===== src/inc/ptq_regs.svh =====
// constants of the transmit stream byte qualifier
`ifndef PTQ_REGS_SVH
`define PTQ_REGS_SVH
`define PTQ_DATA_W_DEF   64
`define PTQ_FIFO_DEPTH   4
`define PTQ_KEEP_ALL64   8'hFF
`define PTQ_KEEP_LOW64   8'h0F
`define PTQ_KEEP_ALL128  16'hFFFF
`define PTQ_KEEP_Q1_128  16'h000F
`define PTQ_KEEP_Q2_128  16'h00FF
`define PTQ_KEEP_Q3_128  16'h0FFF
`endif


===== src/verilog/ptq_fifo.sv =====
// holds no logic: the word buffer module sits beside the stream input that uses it


===== src/inc/ptq_pkg.sv =====
// types of the transmit stream byte qualifier
package ptq_pkg;
    typedef enum logic [1:0] {
        PTQ_IDLE = 2'b00,
        PTQ_BODY = 2'b01
    } ptq_state_t;
endpackage : ptq_pkg


===== src/verilog/ptq_tx_stream.sv =====
// transmit stream input with byte qualifier check and buffering
// How it works
// - data path is built 64 or 128 bits wide, chosen by parameter.
// - keep input has one bit per data byte, 8 or 16 bits.
// - keep bit 0 qualifies lowest byte, top bit the highest byte.
// - ready is high only when a beat can be taken this cycle.
// - a beat moves exactly when valid and ready are both high.
`timescale 1ns/1ps
`include "ptq_regs.svh"
module ptq_tx_stream #(
    parameter int DATA_W = `PTQ_DATA_W_DEF,
    parameter int DEPTH  = `PTQ_FIFO_DEPTH
) (
    input  wire logic                clk_i,
    input  wire logic                rst_i,
    input  wire logic                ce_i,
    input  wire logic [DATA_W-1:0]   s_axis_tx_tdata,
    input  wire logic [DATA_W/8-1:0] s_axis_tx_tkeep,
    input  wire logic                s_axis_tx_tlast,
    input  wire logic                s_axis_tx_tvalid,
    output logic                     s_axis_tx_tready,
    output logic [DATA_W-1:0]        tx_data_o,
    output logic [DATA_W/8-1:0]      tx_keep_o,
    output logic                     tx_last_o,
    output logic                     tx_valid_o,
    input  wire logic                tx_ready_i,
    output logic                     keep_err_o,
    output logic                     in_packet_o
);
    import ptq_pkg::*;

    // derived widths of the keep field and of one buffered word
    // keep and last ride above the data so one slice unpacks each field
    localparam int KW       = DATA_W / 8;
    localparam int FW       = DATA_W + KW + 1;
    localparam int KEEP_LSB = DATA_W;        // keep sits just above the data
    localparam int LAST_BIT = FW - 1;        // last is the top bit of the word

    // only the two built widths are served; a third would break the keep tables
    if (DATA_W != 64 && DATA_W != 128)
    begin : g_bad_width
        $error("data width must be 64 or 128");
    end

    // the buffer indexes by wrapping pointers, so its depth must be a power of two
    if (DEPTH < 2 || (DEPTH & (DEPTH - 1)) != 0)
    begin : g_bad_depth
        $error("fifo depth must be a power of two of at least 2");
    end

    // every lane qualified; the only shape allowed before the last beat
    function automatic logic keep_full(input logic [KW-1:0] k);
        logic ok;
        ok = (k == {KW{1'b1}});
        return ok;
    endfunction : keep_full

    // whole groups of four bytes filled from lane 0 upward; bit 0 is the lowest byte
    function automatic logic keep_tail(input logic [KW-1:0] k);
        logic ok;
        ok = 1'b0;
        if (KW == 8)
        begin
            ok = (k == KW'(`PTQ_KEEP_LOW64))
              || (k == KW'(`PTQ_KEEP_ALL64));
        end
        else
        begin
            ok = (k == KW'(`PTQ_KEEP_Q1_128))
              || (k == KW'(`PTQ_KEEP_Q2_128))
              || (k == KW'(`PTQ_KEEP_Q3_128))
              || (k == KW'(`PTQ_KEEP_ALL128));
        end
        return ok;
    endfunction : keep_tail

    // legal keep for a beat, depending on whether it closes the packet
    function automatic logic keep_ok(input logic [KW-1:0] k, input logic last);
        logic ok;
        if (last)
            ok = keep_tail(k);
        else
            ok = keep_full(k);
        return ok;
    endfunction : keep_ok

    // illegal keeps are still forwarded; only the flag records them, nothing is dropped
    logic             fifo_in_ready;   // room for one more word
    logic             take;            // a beat moves on this edge
    logic [FW-1:0]    fifo_in;         // word written into the buffer
    logic [FW-1:0]    fifo_out;        // word at the head of the buffer
    logic             beat_bad;        // accepted beat breaks the keep rules
    ptq_state_t       state_q;
    ptq_state_t       state_d;
    logic             err_q;
    logic             err_d;

    // ready reflects free room this very cycle; the enable forces it low so that
    // no beat can be taken while the state is frozen
    assign s_axis_tx_tready = fifo_in_ready & ce_i;

    // a transfer needs both sides high on the same edge
    assign take = s_axis_tx_tvalid & s_axis_tx_tready;

    // data, keep and last are packed as one word so they can never drift apart
    assign fifo_in = {s_axis_tx_tlast, s_axis_tx_tkeep, s_axis_tx_tdata};

    // small buffer between the application and the link side
    ptq_fifo #(
        .WIDTH (FW),
        .DEPTH (DEPTH)
    ) u_fifo (
        .clk_i       (clk_i),
        .rst_i       (rst_i),
        .ce_i        (ce_i),
        .in_data_i   (fifo_in),
        .in_valid_i  (s_axis_tx_tvalid),
        .in_ready_o  (fifo_in_ready),
        .out_data_o  (fifo_out),
        .out_valid_o (tx_valid_o),
        .out_ready_i (tx_ready_i)
    );

    // keep travels with its bytes unchanged, so lane order is preserved
    assign tx_data_o = fifo_out[DATA_W-1:0];
    assign tx_keep_o = fifo_out[KEEP_LSB +: KW];
    assign tx_last_o = fifo_out[LAST_BIT];

    // packet tracking; a last beat closes the packet, any other opens or continues it
    // the two spare codes fall back to idle rather than lock up
    always_comb
    begin
        state_d = state_q;
        if (take)
        begin
            unique case (state_q)
                PTQ_IDLE:
                begin
                    state_d = s_axis_tx_tlast ? PTQ_IDLE : PTQ_BODY;
                end
                PTQ_BODY:
                begin
                    state_d = s_axis_tx_tlast ? PTQ_IDLE : PTQ_BODY;
                end
                default:
                begin
                    state_d = PTQ_IDLE;
                end
            endcase
        end
    end

    // packet state register; the enable freezes it
    always_ff @(posedge clk_i)
    begin
        if (rst_i)
            state_q <= PTQ_IDLE;
        else if (ce_i)
            state_q <= state_d;
    end

    // judge only beats that really move; an idle bus may carry anything
    // a beat refused by ready is judged only when it is finally taken
    assign beat_bad = take & ~keep_ok(s_axis_tx_tkeep, s_axis_tx_tlast);

    // sticky: once set it stays until reset, so a slow reader cannot miss it
    assign err_d = err_q | beat_bad;

    // error register; frozen with the rest of the block
    always_ff @(posedge clk_i)
    begin
        if (rst_i)
            err_q <= 1'b0;
        else if (ce_i)
            err_q <= err_d;
    end

    // error status straight from its register
    assign keep_err_o  = err_q;

    // inside a packet while the last accepted beat was not a last one
    assign in_packet_o = (state_q == PTQ_BODY);
endmodule : ptq_tx_stream

// small synchronous fifo with valid/ready on both sides
module ptq_fifo #(
    parameter int WIDTH = 8,
    parameter int DEPTH = 4
) (
    input  wire logic             clk_i,
    input  wire logic             rst_i,
    input  wire logic             ce_i,
    input  wire logic [WIDTH-1:0] in_data_i,
    input  wire logic             in_valid_i,
    output logic                  in_ready_o,
    output logic [WIDTH-1:0]      out_data_o,
    output logic                  out_valid_o,
    input  wire logic             out_ready_i
);
    // pointer width; the count needs one bit more to tell full from empty
    localparam int AW = (DEPTH > 1) ? $clog2(DEPTH) : 1;

    // wrapping pointers need a power of two depth
    if (DEPTH < 2 || (DEPTH & (DEPTH - 1)) != 0)
    begin : g_bad_depth
        $error("fifo depth must be a power of two of at least 2");
    end

    // storage, pointers and fill count
    logic [WIDTH-1:0] mem_q [DEPTH];
    logic [AW-1:0]    wr_q;
    logic [AW-1:0]    rd_q;
    logic [AW:0]      cnt_q;
    logic             push;
    logic             pop;

    // honest full and empty from the fill count; moves are frozen with the enable
    assign in_ready_o  = (cnt_q != (AW+1)'(DEPTH));
    assign out_valid_o = (cnt_q != '0);
    assign out_data_o  = mem_q[rd_q];
    assign push        = ce_i & in_valid_i & in_ready_o;
    assign pop         = ce_i & out_valid_o & out_ready_i;

    // storage array, no reset needed on data since the count guards it
    always_ff @(posedge clk_i)
    begin
        if (push)
            mem_q[wr_q] <= in_data_i;
    end

    // pointers and count; the count moves only when exactly one side moves
    always_ff @(posedge clk_i)
    begin
        if (rst_i)
        begin
            wr_q  <= '0;
            rd_q  <= '0;
            cnt_q <= '0;
        end
        else
        begin
            if (push)
                wr_q <= wr_q + 1'b1;
            if (pop)
                rd_q <= rd_q + 1'b1;
            if (push && !pop)
                cnt_q <= cnt_q + 1'b1;
            else if (pop && !push)
                cnt_q <= cnt_q - 1'b1;
        end
    end
endmodule : ptq_fifo

===== config.mk =====
export PLATFORM = sky130hd
export DESIGN_NAME = ptq_tx_stream
export DESIGN_NICKNAME = d
export VERILOG_FILES = /design/src/verilog/ptq_fifo.sv /design/src/inc/ptq_pkg.sv /design/src/verilog/ptq_tx_stream.sv
export VERILOG_INCLUDE_DIRS = /design/src /design/src/inc
export SDC_FILE = /design/constraint.sdc
export NUM_CORES = 1
export LEC_CHECK = 0
export BUFFER_PORTS_ARGS = -buffer_cell sky130_fd_sc_hd__clkbuf_2
export CAP_MARGIN = 40
export CELL_PAD_IN_SITES_DETAIL_PLACEMENT = 1
export CELL_PAD_IN_SITES_GLOBAL_PLACEMENT = 1
export CORE_MARGIN = 2
export CORE_UTILIZATION = 50
export DETAILED_ROUTE_END_ITERATION = 10
export PLACE_DENSITY = 0.78
export SLEW_MARGIN = 5
export SYNTH_ARGS = -nofsm -noshare
export SYNTH_HDL_FRONTEND = slang
export SYNTH_SLANG_ARGS = --single-unit

===== constraint.sdc =====
create_clock -name clk_i -period 3.6 [get_ports clk_i]
set_input_delay 0.18 -clock clk_i [delete_from_list [all_inputs] [get_ports clk_i]]
set_output_delay 0.18 -clock clk_i [all_outputs]
set_load 0.005 [all_outputs]

==> results of run 1 <==
[cells in the final DEF, fill, tap and decap left out, types with 2 or more instances in the layout]
master,n
inv_1,5
clkinv_1,8
clkbuf_16,31
bufinv_16,2
clkbuf_2,154
clkinv_2,3
and3_4,4
edfxtp_1,292
and2_1,2
ha_1,5
clkbuf_1,4
xor2_1,2
o21ai_0,6
nand4_1,2
a21oi_1,5
dfxtp_4,2
buf_12,4
dfxtp_1,9
nor2_1,6
buf_4,3
nand3_1,3
mux4_2,73
or3_1,3
dlygate4sd3_1,74
[where the power goes]
part	total, mW	switching (mW)	internal, mW
Sequential	4.15	0.121	4.03
Combinational	1.05	0.484	0.565
Clock	2.93	1.24	1.69
Total	8.13	1.84	6.28
[area by class of cell]
type	count	area [µm²]	share of cell area [%]
flip-flops and latches	303	8996	64.57
multi-input cells	121	2014	14.46
repair buffers	236	1642	11.78
clock buffers	35	790.8	5.675
well taps	280	350.3	2.514
clock inverters	15	121.4	0.8710
inverters	5	18.77	0.1347
[worst reg2reg max path: stages, from the launching register on]
cell and delay [ns]:
dfxtp_1 0.51, or3b_1 0.37, and3_4 0.65, buf_4 0.45
[kinds of logic after synthesis]
group | share of synthesized area, %
xor gates and xnor gates | 0.2344
DFF | 80.16
AOI/OAI and AO/OA | 0.8704
muxes | 14.75
adders and majority gates | 0.7364
and+or+nand+nor | 1.194
buffers and inverters | 2.053
[sequential cells by signal, indices dropped and copies added, names as in the netlist, named ones only]
name          flops
u_fifo.wr_q       2
keep_err_o        1
u_fifo.mem_q    292
state_q           1
u_fifo.cnt_q      3
u_fifo.rd_q       2
[stage by stage]
| stage | worst slack (ns) | hold slack (ns) |
|---|---|---|
| 6_report | 0.9299 | 0.07940 |
| 5_1_grt | 0.7322 | 0.09900 |
| 4_1_cts | 0.8360 | 0.06890 |
| 3_5_place_dp | 1.265 | 0.4034 |
| 3_3_place_gp | 1.386 | 0.3950 |
| 2_1_floorplan | 0.6746 | 0.2789 |
[timing repair]
action                                 CTS  global route
hold buffers                            74             0
gates resized for setup                  0             0
endpoints found under the hold margin  303             0
[worst paths after layout]
check / startpoint / end / slack (ns) / cells after the start
min reg2reg: u_fifo.rd_q[1] / flip-flop / 0.50 / 2
min: tx_ready_i / u_fifo.rd_q[0] / 0.08 / 4
max reg2reg: u_fifo.cnt_q[0] / u_fifo.mem_q[2][63] / 1.27 / 3
max: flip-flop / tx_data_o[43] / 0.93 / 3
[routing by layer]
metal	up-vias	wire length (µm)	global-route usage [%]
li1	2406	-	-
met1	2883	9707	28.15
met2	209	12490	35.53
met3	41	1489	4.002
met4	0	507	5.330
met5	-	0	0
==> impl_results.md, run 1 <==
* Final wirelength at 24,190 µm
* Post-CTS setup buffers at 0
* Sink Count at 303
* Synth area leaders: edfxtp_1 (78%), mux4_2 (15%), dfxtp_1 (2.0%)
* Final Cycle Share at 74.17%
* CTS Root Cell: clkbuf_16
* Total power at 8.126 mW
* Buf/Inv on CP at 2
* Power Dens Cells at 583.2 nW/µm²
* Status: finished clean
* Post-Syn Area at 11,210 µm²
* Yosys cell types at 29
* Top Ports at 155
* P_leak at 4.715 nW
* Placement Cell Area at 12,280 µm²
* Seq/Total Area, Yosys at 80.16%
* Post-route ant nets at 0
* Number of fill cells at 1,856
* Max frequency at 374.5 MHz
* Largest net degree at the start of global routing at 59
* Synth Instances at 448
* Initial antenna violation count at 0
* Top cell type's share of synthesized area at 78.20%
* Final Slew Violations at 0
* Worst-path clk slew at 0.06 ns
* Share of layout cells above drive strength 1 at 39.30%
* Initial DRC Count at 461
* Longest Clk Path Bufs at 3
* Final core utilization at 63.65%
* Final hold vios at 0
* Worst EP required at 3.42 ns
* Nets@finish at 781
* Yosys warning count at 0
* Worst VDD drop at 0.3687 mV
* Crit path cell chain: buf_4 > mux4_2 > clkbuf_2
* Worst path slowest cell: dfxtp_4
* CP max stage delay at 0.79 ns
* Most common cell in the netlist: edfxtp_1
* Critical path type: reg2out
* Most common library cells after synthesis: edfxtp_1 (292), mux4_2 (73), dfxtp_1 (11)
* # setup viols final at 0
* Die width at 153.8 µm
* Post-DR wirelength/cell at 24.31 µm
* CTS tree: built
* Setup TNS at 0 ns
* Post-synthesis async set-or-reset flop share at 0%
* Post-synth top flop: edfxtp_1
* Total Routing Usage GR at 20.86%
* Post-synthesis register bit count at 303
* Post-synth EDFFs at 292
* CTS buffer count at 30
* Clk_lat worst skew at 0.55 ns
* First-pass GRT wire length at 37,090 µm
* Cell taking the most area after synthesis: edfxtp_1
* GP Congestion at 0.7674
* Row Count at 54
* Post-route cell area at 13,930 µm²
* H-tree levels at 1
* Grt ovf at 0
* RSZ-0062 raised after global routing: no
* Rel. slew slack at 53.59%
* Setup crit end kind: output pin
* First-pass DRT Iterations at 4
* Arrival @ worst endpoint at 2.49 ns
* Fin crit period at 2.670 ns
* Placed Cells at 871
* Worst hold path class: in2reg
* Synth Net Count at 532
* Startpoint Class: flip-flop
* Mean post-synth cell area at 25.03 µm²
* Die area at 23,640 µm²
* Vias in the first global route at 6,205
* Crit path max-delay family: flip-flops
* Max Cap Violations at 0
* Post-Layout Cell Count at 995
* Area Overhead vs Synth at 24.26%
* Vias per cell at 5.567
* Core area at 21,890 µm²
* Post-DP HPWL at 14,590 µm
* Port bufs at 154
* Vias at 5,539
* Initial Util at 51.22%
* Clock Skew at 0.01359 ns
* Slew @ Worst Pin at 0.6962 ns
* Die Span Y at 153.8 µm
* Worst-path maximum fanout at 32
* DRC at 0
* Antenna diode count at 0
Note: power is estimated with default switching activity, not from simulation.
==> inputs of run 2 (changes only) <==
--- a/config.mk
+++ b/config.mk
@@ -6,14 +6,15 @@
 export SDC_FILE = /design/constraint.sdc
 export NUM_CORES = 1
 export LEC_CHECK = 0
+export ABC_AREA = 1
 export BUFFER_PORTS_ARGS = -buffer_cell sky130_fd_sc_hd__clkbuf_2
 export CAP_MARGIN = 40
 export CELL_PAD_IN_SITES_DETAIL_PLACEMENT = 1
 export CELL_PAD_IN_SITES_GLOBAL_PLACEMENT = 1
 export CORE_MARGIN = 2
-export CORE_UTILIZATION = 50
+export CORE_UTILIZATION = 43
 export DETAILED_ROUTE_END_ITERATION = 10
-export PLACE_DENSITY = 0.78
+export PLACE_DENSITY = 0.75
 export SLEW_MARGIN = 5
 export SYNTH_ARGS = -nofsm -noshare
 export SYNTH_HDL_FRONTEND = slang
==> constraint.sdc (replaced) <==
create_clock -name clk_i -period 2.31 [get_ports clk_i]
set_input_delay 0.1155 -clock clk_i [delete_from_list [all_inputs] [get_ports clk_i]]
set_output_delay 0.1155 -clock clk_i [all_outputs]
set_load 0.005 [all_outputs]
==> run 2 against run 1 <==
Critical endpoint is now tx_data_o[38]. Clock-buffer cell count grew 3. Flip-flop and latch count is the same. Total power grew 47%. Routed wire length grew 14%. Register-to-register slack lost 0.84 ns. Combinational power grew 24%.
==> impl_results.md, run 2 <==
* Biggest register: u_fifo.mem_q
* Max frequency at 453.1 MHz
* Buf/Inv on CP at 2
* Seq/Total Area, Yosys at 78.78%
* Vias per cell at 5.305
* GP Congestion at 0.7106
* Initial DRC Count at 468
* First-pass DRT Iterations at 5
* Initial Util at 43.78%
* Clock Skew at 0.01937 ns
* Rel. slew slack at 59.87%
* # setup viols final at 0
* Post-route ant nets at 0
* Number of flip-flops in the largest register at 292
* Top Ports at 155
* P_leak at 5.071 nW
* Post-DR wirelength/cell at 19.93 µm
* Post-Layout Cell Count at 1,378
* Die width at 166.9 µm
* Most common cell after layout, fill and taps aside: edfxtp_1
* Worst path slowest cell: buf_16
* CTS tree: built
* Synth Area in Compound Gates at 11.11%
* Worst EP required at 2.19 ns
* RSZ-0062 raised after global routing: yes
* Synth Area in Simple Gates at 5.878%
* Grt ovf at 0
* Status: finished clean
* Port bufs at 154
* Clk_lat worst skew at 0.55 ns
* Worst-path clk slew at 0.06 ns
* Number of fill cells at 2,566
* Die area at 27,850 µm²
* Placed Cells at 1,246
* CTS buffer count at 31
* Yosys cell types at 23
* Final Cycle Share at 95.55%
* Longest Clk Path Bufs at 3
* Most common library cells after synthesis: edfxtp_1 (292), nor2_1 (157), o21ai_0 (86)
* Post-Synth XOR/XNOR Area at 0.07676%
* Post-synthesis mux area share at 0%
* Worst-path maximum fanout at 146
* Startpoint Class: flip-flop
* Worst hold path class: in2reg
* Power Dens Cells at 838.5 nW/µm²
* Post-DP HPWL at 15,780 µm
* Synth area leaders: edfxtp_1 (77%), nor2_1 (5.2%), o22ai_1 (4.0%)
* Comb pwr share at 10.9%
* Largest family of logic cells by synthesized area: compound AO/OA/AOI/OAI gates
* Initial antenna violation count at 0
* Synth Instances at 784
* Switching Share at 23.44%
* Arrival @ worst endpoint at 2.09 ns
* Final hold vios at 0
* Crit path max-delay family: buffers and inverters
* Antenna diode count at 0
* Mean post-synth cell area at 14.55 µm²
* Total Routing Usage GR at 19.49%
* Yosys warning count at 0
* Row Count at 59
* Vias in the first global route at 7,973
* First-pass GRT wire length at 43,300 µm
* Post-synth EDFFs at 292
* Post-Syn Area at 11,410 µm²
* Nets@finish at 1,105
* Post-synthesis async set-or-reset flop share at 0%
* Cell taking the most area after synthesis: edfxtp_1
* Share of layout cells above drive strength 1 at 21.09%
* Area Overhead vs Synth at 25.25%
* Hold_sp: s_axis_tx_tvalid
* Clock Power Share at 36.7%
* DRC at 0
* Most common cell in the netlist: edfxtp_1
* Post-CTS setup buffers at 0
* Most frequent cells in the layout: edfxtp_1 (292), clkbuf_2 (154), nor2_1 (153), o21ai_0 (86), dlygate4sd3_1 (77)
* Core area at 26,060 µm²
* Setup crit end kind: output pin
* Switching power at 2.808 mW
* Sink Count at 303
* Synth Net Count at 868
* Final wirelength at 27,460 µm
* H-tree levels at 1
* Adder-Cell Fraction of Synth Area at 0.7238%
* Crit path cell chain: buf_16 > o21ai_0 > o22ai_1 > clkbuf_2
* Post-synth top flop: edfxtp_1
* CP max stage delay at 0.41 ns
* R2R Path Start: u_fifo.cnt_q[1]
* CTS Root Cell: clkbuf_16
* Top cell type's share of synthesized area at 76.85%
* Footprint of the multi-input gates at 2059 µm²
* Int Pwr at 9.175 mW
* Largest net degree at the start of global routing at 147
* Worst VDD drop at 0.5491 mV
* Critical path type: reg2out
* Setup TNS at 0 ns
* Die Span Y at 166.9 µm
* Fin crit period at 2.207 ns
* Slew @ Worst Pin at 0.6019 ns
* Top flop regs: u_fifo.mem_q x292, u_fifo.cnt_q x3
* Final Slew Violations at 0
* Power share of the sequential group at 52.4%
* Max Cap Violations at 0
* Vias at 7,310
* Post-synthesis register bit count at 303
* Storage cell area at 8996 µm²
==> run 2: cell types whose count changed after synthesis, sizes merged, moves of 3 or more <==
cell,delta
or3,-3
a21oi,+3
nand2,+8
and3,-4
buf,+10
clkbuf,+18
inv,+12
nor2,+151
nand3,+3
mux4,-73
o22ai,+73
o21ai,+147
==> run 2: worst min-delay path: stages <==
cell	delay [ns]
clkbuf_2	0.09
nand3_2	0.11
inv_1	0.08
nor2_1	0.09
nor2_1	0.06
==> run 2: metal layers <==
metal  part of all wire (%)  GRT usage, %  up-vias
met2                     51         34.48      161
li1                       -             -     3424
met5                      0             0        -
met1                     42         24.62     3687
met4                    1.9         5.135        0
met3                    4.7         3.755       38
==> run 2: kinds of logic (layout without fill, tap and decap cells) <==
logic type                 count (synthesis)  in the layout
AOI/OAI and AO/OA                        235            235
xor gates and xnor gates                   1              1
adders and majority gates                  6              6
buffers and inverters                     65            324
DFF                                      303            303
and+or+nand+nor                          174            174
==> run 2: worst paths after layout <==
| check | depth (start not counted) | endpoint | slack (ns) |
|---|---|---|---|
| hold / removal | 5 | state_q[0] | 0.05 |
| hold reg to reg | 2 | keep_err_o | 0.46 |
| setup / recovery | 4 | tx_data_o[38] | 0.10 |
| setup reg to reg | 12 | u_fifo.cnt_q[2] | 0.43 |
==> run 2: layout make-up <==
cell class / count / area share (%)
clock buffers: 38 / 5.612
clock inverters: 17 / 0.5516
inverters: 18 / 0.4903
multi-input cells: 416 / 14.41
flip-flops and latches: 303 / 62.95
well taps: 335 / 2.933
repair buffers: 251 / 13.05
==> run 2: stage by stage <==
stage          setup WS, ns  util (%)  hold WS, ns  power [mW]  cell area, µm²
2_1_floorplan       -0.7230         -       0.1846       7.049           11420
3_3_place_gp         0.4792     48.45       0.3327       7.553           12630
4_1_cts             0.04700     54.81      0.02584       12.10           14280
5_1_grt            -0.02230     54.84      0.05707       12.44           14290
6_report             0.1028     54.84      0.05247       11.98           14290
3_5_place_dp         0.4662     48.45       0.3367       7.601           12630
==> run 2: power by group through the flow <==
stage	sequential [mW]	clock (mW)	combinational [mW]
finish	6.28	4.39	1.30
global route	6.30	4.69	1.45
CTS	6.28	4.50	1.32
detailed placement	6.40	0	1.20
global placement	6.39	0	1.17
floorplan	6.39	0	0.660
==> run 2: what timing repair did <==
| action | 4_1_cts | 5_1_grt |
|---|---|---|
| hold buffers | 77 | 0 |
| gates resized for setup | 2 | 1 |
| pin swaps | 0 | 0 |
| endpoints found under the hold margin | 302 | 0 |
| setup endpoints to repair | 8 | 7 |
==> inputs of run 3 (changes only) <==
--- a/config.mk
+++ b/config.mk
@@ -15,6 +15,7 @@
 export CORE_UTILIZATION = 43
 export DETAILED_ROUTE_END_ITERATION = 10
 export PLACE_DENSITY = 0.75
+export SETUP_SLACK_MARGIN = 0.4
 export SLEW_MARGIN = 5
 export SYNTH_ARGS = -nofsm -noshare
 export SYNTH_HDL_FRONTEND = slang
==> run 3 against run 2 <==
The run now ends with hold timing left. Critical path type unchanged. Routed wire length increased by 12%. Die area unchanged. Largest power group unchanged. Setup slack improved by 0.31 ns.
==> impl_results.md, run 3 (same netlist as run 2, synthesis figures left out) <==
* Critical path type: reg2out
* PnR worst setup slack at 0.4146 ns
* Port bufs at 154
* Most common cell after layout, fill and taps aside: edfxtp_1
* First-pass DRT Iterations at 4
* CP max stage delay at 0.36 ns
* Share of layout cells above drive strength 1 at 24.86%
* Largest net degree at the start of global routing at 59
* Worst hold path class: in2reg
* Vias per cell at 5.417
* CTS tree: built
* Vias in the first global route at 8,152
* Post-Layout Cell Count at 1,397
* Initial antenna violation count at 2
* Area Overhead vs Synth at 29.77%
* Top Ports at 155
* Placed Cells at 1,244
* Final wirelength at 30,860 µm
* Worst EP required at 2.19 ns
* Hold_sp: ce_i
* Power Dens Cells at 861.9 nW/µm²
* Die area at 27,850 µm²
* Placement Cell Area at 12,560 µm²
* Crit path cell chain: buf_4 > clkinv_8 > buf_16 > nor2_1 > o22ai_1 > clkbuf_2
* Post-DR wirelength/cell at 22.09 µm
* Die Span Y at 166.9 µm
* Initial DRC Count at 655
* Fin crit period at 1.895 ns
* Crit path max-delay family: buffers and inverters
* RSZ-0062 raised after global routing: yes
* P_leak at 5.306 nW
* Final hold vios at 1
* Row Count at 59
* Final Slew Violations at 0
* Die width at 166.9 µm
* R2R Path Start: u_fifo.cnt_q[0]
* Biggest register: u_fifo.mem_q
* Final Cycle Share at 82.05%
* Max Cap Violations at 0
* Clock Skew at 0.01957 ns
* GP Congestion at 0.7226
* Violations in the final reports: hold timing
* Status: finished, violations left
* # setup viols final at 0
* Number of flip-flops in the largest register at 292
* Initial Util at 43.78%
* Setup TNS at 0 ns
* First-pass GRT wire length at 45,500 µm
* Grt ovf at 0
* Arrival @ worst endpoint at 1.78 ns
* Startpoint Class: flip-flop
* Antenna diode count at 0
* Final core utilization at 56.82%
* Post-DP HPWL at 15,750 µm
* Worst VDD drop at 0.6619 mV
* R2r setup slk at 0.57 ns
* Sink Count at 303
* DRC at 0
* Total Routing Usage GR at 20.97%
* Setup crit end kind: output pin
* Slew @ Worst Pin at 0.4557 ns
* Post-route ant nets at 0
* Longest Clk Path Bufs at 3
* Hold Crit Depth at 3
* Top flop regs: u_fifo.mem_q x292, u_fifo.cnt_q x3
* Nets@finish at 1,125
* Max frequency at 527.6 MHz
* Vias at 7,568
* Clk_lat worst skew at 0.52 ns
* Hold endpoint: u_fifo.rd_q[0]
* Worst hold slack at -0.009471 ns
* Worst-path maximum fanout at 42
* Total power at 12.76 mW
* Worst path slowest cell: dfxtp_4
* R2R Path End: u_fifo.cnt_q[1]
* Worst-path clk slew at 0.06 ns
* CTS buffer count at 34
* H-tree levels at 2
* Post-route cell area at 14,810 µm²
* Buf/Inv on CP at 4
* Rel. slew slack at 69.62%
* Reg2Reg Depth at 8
* Worst slack, placed at 0.3600 ns
* CTS Root Cell: clkbuf_16
* Most frequent cells in the layout: edfxtp_1 (292), clkbuf_2 (154), nor2_1 (153), o21ai_0 (83), dlygate4sd3_1 (76)
* Core area at 26,060 µm²
## run 3: changes by cell type in the layout (fill, tap and decap cells not counted), moves of 3 or more
cell and change:
clkinv_1 -5, nand3_1 -3, buf_4 +5, inv_1 -3, o21ai_0 -3, clkbuf_16 +8, o22ai_2 +8, buf_12 -4
buf_16 +5, o22ai_1 -8, buf_8 +3
## run 3: layout make-up
cell class	count	area (µm²)
Fill cell	2492	11250
Sequential cell	303	8999
Timing Repair Buffer	267	2148
Multi-Input combinational cell	416	2142
Clock buffer	42	890.9
Tap cell	335	419.2
Clock inverter	15	116.4
Inverter	18	82.58
Timing Repair inverter	1	8.758
## run 3: power by group
part	leakage, nW	switching [mW]	internal, mW
clock network	0.486	2.10	2.85
logic	2.08	0.893	0.627
registers	2.74	0.0609	6.23
total	5.31	3.06	9.71
## run 3: worst register-to-register path, delay by kind of cell, from the launching register on
kind | cells | cell delay [ns]
buffers and inverters | 2 | 0.17
AND/OR/NAND/NOR | 2 | 0.22
flip-flops | 1 | 0.36
adder cells (fa/ha/maj) | 2 | 0.67
AO/OA/AOI/OAI | 2 | 0.22
## run 3: how the worst max path moves through the flow
stage / endpoint / slack (ns) / cells past startpoint
floorplan: u_fifo.mem_q[0][0] / 0.14 / 4
global placement: u_fifo.cnt_q[2] / 0.42 / 12
detailed placement: u_fifo.cnt_q[2] / 0.36 / 12
CTS: tx_data_o[49] / 0.32 / 4
global route: tx_data_o[43] / 0.35 / 6
finish: tx_data_o[35] / 0.41 / 6
## run 3: routing by layer
layer	track usage (%)	vias up	part of all wire, %
met4	6.072	4	2.2
met5	0	-	0.078
met3	4.183	58	5.5
met1	26.90	3820	42
met2	36.29	216	50
li1	-	3470	-
## run 3: timing repair
action	CTS	global route
setup buffers	2	8
setup endpoints to repair	70	68
hold buffers	76	0
hold endpoints to repair	296	0
gates cloned	3	7
pin swaps	1	3
gates resized for setup	10	29
